`src/hw/sum_shift_consts.svh`:
```
// constants of the summation and shift accumulator
`ifndef SUM_SHIFT_CONSTS_SVH
`define SUM_SHIFT_CONSTS_SVH
`define ADDR_RATIO_LO   8'hDE
`define ADDR_RATIO_HI   8'hDF
`define ADDR_SUM_CTRL   8'hE1
`define ADDR_SUM_B0     8'hE2
`define ADDR_SUM_B1     8'hE3
`define ADDR_SUM_B2     8'hE4
`define ADDR_SUM_B3     8'hE5
`define RST_RATIO_LO    8'h1B
`define RST_RATIO_HI    3'h6
`define RST_SUM_CTRL    8'h00
`define MODE_CPU        2'h0
`define MODE_SHIFT      2'h2
`define MODE_ACC        2'h1
`define MODE_ACC_SHIFT  2'h3
`define CNT_CPU_ADD     3'h2
`define CNT_CPU_SUB     3'h4
`define MOD_DIV_LAST    6'h3F
`define COUNT_BASE      9'h002
`endif

```
`src/hw/sum_shift_pkg.sv`:
```
// types of the summation and shift accumulator
package sum_shift_pkg;
  typedef struct packed {
    logic [7:0] addr;
    logic [7:0] wdata;
    logic       wr;
    logic       rd;
  } sfr_req_t;

  typedef struct packed {
    logic [7:0]  ratio_lo;
    logic [2:0]  ratio_hi;
    logic [7:0]  ctrl;
    logic [31:0] hold;
    logic [31:0] acc;
    logic [8:0]  cnt;
    logic        stopped;
    logic        pend;
    logic        invalid;
    logic [6:0]  aclk_cnt;
    logic [5:0]  mod_cnt;
    logic [10:0] dec_cnt;
    logic        strobe;
    logic [7:0]  rdata;
  } state_t;
endpackage : sum_shift_pkg

```
`src/hw/adc_summation_shifter.sv`:
```
// summation/shift accumulator with converter result pacing
`include "sum_shift_consts.svh"
module adc_summation_shifter
  import sum_shift_pkg::*;
(
  // clock and reset
  input  wire logic        CORE_CLK,
  input  wire logic        RESET_N,
  // special-function register port
  input  wire sfr_req_t    SFR_REQ,
  output logic      [7:0]  SFR_RDATA,
  // converter control bits held elsewhere
  input  wire logic [6:0]  ACLK_DIVISOR,
  input  wire logic        POLARITY_SELECT,
  input  wire logic        CONVERTER_POWERDOWN,
  input  wire logic        INVALID_FLAG_CLR,
  input  wire logic        SUM_IRQ_ENABLE,
  // converter result path
  output logic             RESULT_STROBE,
  input  wire logic        RESULT_VALID,
  input  wire logic [23:0] RESULT_DATA,
  // status
  output logic             ACCUM_INVALID_FLAG,
  output logic             SUM_IRQ
);
  // ==========================================================
  // state
  state_t      cur_ff;
  state_t      nxt_ff;
  logic [10:0] ratio;
  logic [1:0]  mode;
  logic [2:0]  count_field;
  logic [2:0]  shift_field;
  logic [31:0] sample_ext;
  logic [32:0] sum_wide;
  logic [31:0] operand;
  logic        do_add;
  logic        do_sub;
  logic        overflow;
  logic        bipolar;
  logic        done;

  assign ratio       = {cur_ff.ratio_hi, cur_ff.ratio_lo};
  assign mode        = cur_ff.ctrl[7:6];
  assign count_field = cur_ff.ctrl[5:3];
  assign shift_field = cur_ff.ctrl[2:0];
  assign bipolar     = ~POLARITY_SELECT;

  // ==========================================================
  // next state
  always_comb begin
    nxt_ff        = cur_ff;
    nxt_ff.strobe = 1'b0;
    sample_ext    = bipolar ? {{8{RESULT_DATA[23]}}, RESULT_DATA}
                            : {8'h00, RESULT_DATA};
    operand       = 32'h0000_0000;
    do_add        = 1'b0;
    do_sub        = 1'b0;
    done          = 1'b0;

    // pacing: analog clock, modulator, decimation
    if (CONVERTER_POWERDOWN) begin
      nxt_ff.aclk_cnt = 7'h00;
      nxt_ff.mod_cnt  = 6'h00;
      nxt_ff.dec_cnt  = 11'h000;
    end else if (cur_ff.aclk_cnt >= ACLK_DIVISOR) begin
      nxt_ff.aclk_cnt = 7'h00;
      if (cur_ff.mod_cnt == `MOD_DIV_LAST) begin
        nxt_ff.mod_cnt = 6'h00;
        if (cur_ff.dec_cnt + 11'h001 >= ratio) begin
          nxt_ff.dec_cnt = 11'h000;
          nxt_ff.strobe  = 1'b1;
        end else begin
          nxt_ff.dec_cnt = cur_ff.dec_cnt + 11'h001;
        end
      end else begin
        nxt_ff.mod_cnt = cur_ff.mod_cnt + 6'h01;
      end
    end else begin
      nxt_ff.aclk_cnt = cur_ff.aclk_cnt + 7'h01;
    end

    // staging bytes and ratio writes
    if (SFR_REQ.wr) begin
      case (SFR_REQ.addr)
        `ADDR_RATIO_LO: nxt_ff.ratio_lo     = SFR_REQ.wdata;
        `ADDR_RATIO_HI: nxt_ff.ratio_hi     = SFR_REQ.wdata[2:0];
        `ADDR_SUM_B0:   nxt_ff.hold[7:0]    = SFR_REQ.wdata;
        `ADDR_SUM_B1:   nxt_ff.hold[15:8]   = SFR_REQ.wdata;
        `ADDR_SUM_B2:   nxt_ff.hold[23:16]  = SFR_REQ.wdata;
        `ADDR_SUM_B3:   nxt_ff.hold[31:24]  = SFR_REQ.wdata;
        default: ;
      endcase
    end

    // accumulator work, frozen while powered down
    if (!CONVERTER_POWERDOWN) begin
      if (SFR_REQ.wr && SFR_REQ.addr == `ADDR_SUM_B0 && mode == `MODE_CPU) begin
        operand = {cur_ff.hold[31:8], SFR_REQ.wdata};
        do_add  = count_field == `CNT_CPU_ADD;
        do_sub  = count_field == `CNT_CPU_SUB;
      end else if (RESULT_VALID && mode[0] && !cur_ff.stopped) begin
        operand = sample_ext;
        do_add  = 1'b1;
      end
    end
    sum_wide = do_sub ? {1'b0, cur_ff.acc} - {1'b0, operand}
                      : {1'b0, cur_ff.acc} + {1'b0, operand};
    overflow = bipolar ? (cur_ff.acc[31] ^ sum_wide[31]) &
                         (do_sub ? (cur_ff.acc[31] ^ operand[31])
                                 : ~(cur_ff.acc[31] ^ operand[31]))
                       : sum_wide[32];
    if (do_add || do_sub) begin
      nxt_ff.acc = sum_wide[31:0];
    end
    if (do_add && !do_sub && mode[0]) begin
      nxt_ff.cnt = cur_ff.cnt + 9'h001;
      if (cur_ff.cnt + 9'h001 >= (`COUNT_BASE << count_field)) begin
        nxt_ff.stopped = 1'b1;
        nxt_ff.pend    = 1'b1;
        done           = 1'b1;
        // four-bit amount so that code 7 shifts by eight
        if (mode == `MODE_ACC_SHIFT) begin
          nxt_ff.acc = bipolar ? 32'($signed(sum_wide[31:0]) >>> ({1'b0, shift_field} + 4'h1))
                               : sum_wide[31:0] >> ({1'b0, shift_field} + 4'h1);
        end
      end
    end

    // control register write: clear, shift or restart
    if (SFR_REQ.wr && SFR_REQ.addr == `ADDR_SUM_CTRL && !CONVERTER_POWERDOWN) begin
      nxt_ff.ctrl    = SFR_REQ.wdata;
      nxt_ff.cnt     = 9'h000;
      nxt_ff.stopped = 1'b0;
      if (SFR_REQ.wdata == 8'h00) begin
        nxt_ff.acc = 32'h0000_0000;
      end else if (SFR_REQ.wdata[7:6] == `MODE_SHIFT) begin
        nxt_ff.acc = bipolar ? 32'($signed(cur_ff.acc) >>> ({1'b0, SFR_REQ.wdata[2:0]} + 4'h1))
                             : cur_ff.acc >> ({1'b0, SFR_REQ.wdata[2:0]} + 4'h1);
      end
    end

    // invalid flag: set wins over clear
    if (INVALID_FLAG_CLR) begin
      nxt_ff.invalid = 1'b0;
    end
    if ((do_add || do_sub) && overflow) begin
      nxt_ff.invalid = 1'b1;
    end

    // register reads
    if (SFR_REQ.rd) begin
      case (SFR_REQ.addr)
        `ADDR_RATIO_LO: nxt_ff.rdata = cur_ff.ratio_lo;
        `ADDR_RATIO_HI: nxt_ff.rdata = {5'h00, cur_ff.ratio_hi};
        `ADDR_SUM_CTRL: nxt_ff.rdata = cur_ff.ctrl;
        `ADDR_SUM_B0:   nxt_ff.rdata = cur_ff.acc[7:0];
        `ADDR_SUM_B1:   nxt_ff.rdata = cur_ff.acc[15:8];
        `ADDR_SUM_B2:   nxt_ff.rdata = cur_ff.acc[23:16];
        `ADDR_SUM_B3:   nxt_ff.rdata = cur_ff.acc[31:24];
        default:        nxt_ff.rdata = 8'h00;
      endcase
      // a completion in the same cycle wins over the read
      if (SFR_REQ.addr == `ADDR_SUM_B0 && !done) begin
        nxt_ff.pend = 1'b0;
      end
    end
  end

  // ==========================================================
  // registers
  always_ff @(posedge CORE_CLK or negedge RESET_N) begin
    if (!RESET_N) begin
      cur_ff          <= '0;
      cur_ff.ratio_lo <= `RST_RATIO_LO;
      cur_ff.ratio_hi <= `RST_RATIO_HI;
      cur_ff.ctrl     <= `RST_SUM_CTRL;
    end else begin
      cur_ff <= nxt_ff;
    end
  end

  assign SFR_RDATA          = cur_ff.rdata;
  assign RESULT_STROBE      = cur_ff.strobe;
  assign ACCUM_INVALID_FLAG = cur_ff.invalid;
  assign SUM_IRQ            = cur_ff.pend & SUM_IRQ_ENABLE;

  // ==========================================================
  // checks
  a_ratio_form: assert property (@(posedge CORE_CLK) disable iff (!RESET_N)
    SFR_REQ.wr && SFR_REQ.addr == `ADDR_RATIO_HI |=> ratio[10:8] == $past(SFR_REQ.wdata[2:0]))
    else $error("ratio high bits not taken");
  a_strobe_gap: assert property (@(posedge CORE_CLK) disable iff (!RESET_N)
    RESULT_STROBE |=> !RESULT_STROBE [*8])
    else $error("result strobes too close");
  a_pd_freeze: assert property (@(posedge CORE_CLK) disable iff (!RESET_N)
    CONVERTER_POWERDOWN |=> $stable(cur_ff.acc))
    else $error("accumulator moved while powered down");
  a_ctrl_clear: assert property (@(posedge CORE_CLK) disable iff (!RESET_N)
    SFR_REQ.wr && SFR_REQ.addr == `ADDR_SUM_CTRL && SFR_REQ.wdata == 8'h00
      && !CONVERTER_POWERDOWN |=> cur_ff.acc == 32'h0000_0000)
    else $error("control write of zero did not clear");
  a_cpu_add: assert property (@(posedge CORE_CLK) disable iff (!RESET_N)
    SFR_REQ.wr && SFR_REQ.addr == `ADDR_SUM_B0 && mode == `MODE_CPU
      && count_field == `CNT_CPU_ADD && !CONVERTER_POWERDOWN
      |=> cur_ff.acc == $past(cur_ff.acc) + $past({cur_ff.hold[31:8], SFR_REQ.wdata}))
    else $error("cpu add wrong");
  a_cpu_sub: assert property (@(posedge CORE_CLK) disable iff (!RESET_N)
    SFR_REQ.wr && SFR_REQ.addr == `ADDR_SUM_B0 && mode == `MODE_CPU
      && count_field == `CNT_CPU_SUB && !CONVERTER_POWERDOWN
      |=> cur_ff.acc == $past(cur_ff.acc) - $past({cur_ff.hold[31:8], SFR_REQ.wdata}))
    else $error("cpu subtract wrong");
  a_read_clears: assert property (@(posedge CORE_CLK) disable iff (!RESET_N)
    SFR_REQ.rd && SFR_REQ.addr == `ADDR_SUM_B0 && !done |=> !cur_ff.pend)
    else $error("pending stayed after read");
  a_byte_order: assert property (@(posedge CORE_CLK) disable iff (!RESET_N)
    SFR_REQ.rd && SFR_REQ.addr == `ADDR_SUM_B3 |=> SFR_RDATA == $past(cur_ff.acc[31:24]))
    else $error("top byte read wrong");
  a_flag_sticky: assert property (@(posedge CORE_CLK) disable iff (!RESET_N)
    ACCUM_INVALID_FLAG && !INVALID_FLAG_CLR |=> ACCUM_INVALID_FLAG)
    else $error("invalid flag dropped on its own");
  a_stop_count: assert property (@(posedge CORE_CLK) disable iff (!RESET_N)
    cur_ff.stopped && !SFR_REQ.wr |=> $stable(cur_ff.cnt))
    else $error("count moved after stop");
endmodule : adc_summation_shifter

```
`config.mk`:
```
export PLATFORM = sky130hd
export DESIGN_NAME = adc_summation_shifter
export DESIGN_NICKNAME = d
export VERILOG_FILES = /design/src/hw/sum_shift_pkg.sv /design/src/hw/adc_summation_shifter.sv
export VERILOG_INCLUDE_DIRS = /design/src /design/src/hw
export SDC_FILE = /design/constraint.sdc
export NUM_CORES = 1
export LEC_CHECK = 0
export BUFFER_PORTS_ARGS = -buffer_cell sky130_fd_sc_hd__buf_4
export CORE_UTILIZATION = 30
export DETAILED_ROUTE_END_ITERATION = 12
export MAX_ROUTING_LAYER = met4
export SLEW_MARGIN = 20
export SYNTH_ARGS = -nofsm -noshare
export SYNTH_HDL_FRONTEND = slang
export SYNTH_SLANG_ARGS = --single-unit
```
`constraint.sdc`:
```
create_clock -name CORE_CLK -period 7.14 [get_ports CORE_CLK]
set_input_delay 0.714 -clock CORE_CLK [delete_from_list [all_inputs] [get_ports CORE_CLK]]
set_output_delay 0.714 -clock CORE_CLK [all_outputs]
set_load 0.005 [all_outputs]
```
==> impl_results.md <==
* Via density at between 6 and 7
* Non-filler instance count after layout at between 2k and 3k
* Place WS at around 410 ps
* Max-slew headroom at 33.5%
* Die area at 56400 sq um
* Chip width at 237 um
* Initial Util at between 30% and 40%
* Cell with the most instances after synthesis: nand2_1
* Root Buffer: clkbuf_16
* Leading area contributor after synthesis: dfrtp_1
* H-tree depth at 4
* Clk pin slew, worst setup/hold paths at 70 ps
* Global placement routability congestion at a little under 1
* Routed WL per cell at about 25 um
* Data arrival, critical path at just under 7000 ps
* Post-CTS setup buffers at 0
* Clk_skew at ~12 ps
* Most frequent cells after synthesis: 329 x nand2_1, 224 x nor2_1, 180 x o21ai_0
* First-pass DRT Iterations at 6
* Worst-Margin Slew at between 900 and 1000 ps
* Drt total wl at approximately 71000 um
* Status: completed
* CTS tree: done
* Util after Layout at about 34%
* Max Cap Viol at 0
* Hpwl dp at 53100 um
* Fin crit period at roughly 6500 ps
* Post-Syn Instances at between 2k and 2.5k
* Crit start category: flip-flop
* Port bufs at 66
* GR Overflow Total at 0
* Synthesis-stage register bit count at 120
* Setup ws final at 689 ps
* Final hold violations at 0
* Distinct cells, synth at between 100 and 150
* Fmax achieved at about 160 MHz
* Data required, critical path at 7470 ps
* Tot GR Track Use at between 20 and 30%
* # setup viols final at 0
* Share of flip-flops with an asynchronous set or reset at between 90% and 100%
* I/O pin total at between 60 and 70
* Fin Setup TNS at 0 ps
* Placed insts at 2868
* ANT nets after route at 0
* Die Y at roughly 240 um
* CTS sink cnt at 120
* Final net count at 2314
* Deepest clock path buffer count at 2
* Crit Path Category: flip-flop to flip-flop
* Syn avg cell area at approximately 7.5 sq um
* Yosys warns at 0
* Number of CTS-inserted buffers at 17
* Tcrit/Tclk final at 90.3%
* DRT iter0 DRCs at ~2.3k
* Peak supply drop at between 0.0002 and 0.00025 V
* Worst-path maximum fanout at 18
* RSZ-0062 raised after global routing: false
* EDFF count, synth at 0
* Ys flop type: dfrtp_1
* Hold_buf cts at 0
* Synth-to-Final Area Change at 10.5%
* FP Rows at between 80 and 90
* Leak at ~7.7 nW
* Register area share after synthesis at around 18%
* Post-route DRC at 0
* Mapped Area at 16600 sq um
* Mapped Nets at ~2.3k
* Vias in the first global route at about 17k
* Power density over the cells at 353 nW/um^2
* Post-cts gate resize count at 0
* Ranking of synthesized cells by area: dfrtp_1 17%, nand2_1 7.4%, mux4_2 7.0%
* Largest net degree at the start of global routing at 74
* Worst skew pair latency at roughly 470 ps
* Area share of the largest cell type after synthesis at roughly 17%
* Core area at ~54000 sq um
* Share of cells above drive strength 1 at between 15 and 20%
* First-pass GRT wire length at between 100000 and 150000 um
* Via count at 18.0k
* HP Class: primary input to async pin
* Initial antenna violation count at 1
* Slew Limit Fails at 0
* CP endpoint kind: flip-flop
[cell type report]
| cell class | count | area [sq um] |
|---|---|---|
| Antenna cell | 1 | 2.50 |
| Tap cell | 696 | 871 |
| Timing Repair Buffer | 138 | 1040 |
| Clock buffer | 18 | 439 |
| Clock inverter | 13 | 125 |
| Multi-Input combinational cell | 1861 | 12700 |
| Sequential cell | 120 | 3010 |
| Fill cell | 5764 | 35900 |
| Inverter | 53 | 199 |
[placed cells by master (no fill, tap or decap), types with 50 or more instances in the layout]
cell type	instances
ha_1	66
a21oi_1	157
nor2_1	223
mux4_2	52
nand3_1	66
o21ai_0	180
dfrtp_1	113
inv_1	50
nand2_1	329
buf_4	138
mux2_2	50
mux2i_1	107
[routing by layer]
metal / global-route usage (%) / share of wire [%]
met1: 32.9 / 42
met2: 38.8 / 44
met3: 4.13 / 8.4
met4: 14.7 / 6.0
met5: - / 0
[critical path, stage by stage, from the launching register on]
cell	delay, ps
dfrtp_1	460
nor3b_4	310
nand4_4	380
mux2i_1	460
a41oi_1	250
nand4b_2	360
nor2_4	220
nand2_2	130
o31a_1	260
o22ai_1	150
a21oi_1	110
ha_1	560
and4_1	300
nor2b_1	290
nor3_1	80
a221oi_1	250
o211ai_1	200
nor3_1	670
a22oi_1	280
mux2_2	320
o22ai_1	140
o22ai_1	100
[final timing paths]
kind / from / end / slack [ps] / cells past startpoint
setup reg to reg: cur_ff[116] / cur_ff[64] / 690 / 21
hold reg to reg: cur_ff[34] / cur_ff[34] / 470 / 1
hold / removal: RESET_N / cur_ff[24] / 250 / 1
setup / recovery: cur_ff[116] / cur_ff[64] / 690 / 21
max in group asynchronous: RESET_N / SFR_RDATA[4] / 5280 / 3
min in group CORE_CLK: INVALID_FLAG_CLR / ACCUM_INVALID_FLAG / 440 / 2
[logic make-up after synthesis]
family                   Yosys count  synth area share [%]
AND/OR/NAND/NOR                  815                  22.3
AO/OA/AOI/OAI                    683                  27.0
buffers and inverters            225                  5.95
multiplexers                     210                  17.0
flip-flops                       120                  18.1
XOR/XNOR                          86                  4.58
adder cells (fa/ha/maj)           67                  5.09
[metrics by stage]
step,instance area [sq um],hold WS (ps),power (mW)
after global placement,17800,459,5.46
after CTS,18400,258,6.33
after detailed placement,17800,467,5.45
after floorplan,16600,418,3.89
final,18400,247,6.48
after global routing,18400,299,6.78
[where the power goes]
| part | internal [mW] | leakage, nW | switching (mW) |
|---|---|---|---|
| sequential | 0.727 | 1.61 | 0.144 |
| clock | 0.488 | 0.273 | 0.373 |
| combinational | 1.75 | 5.83 | 3.00 |
| total | 2.97 | 7.71 | 3.51 |
[registers in the layout, summed over array words and instances, names as in the netlist]
signal and count:
cur_ff 107, ACCUM_INVALID_FLAG 1, RESULT_STROBE 1, SFR_RDATA 8, count_field 3
Power figures use the tool's default switching activity.
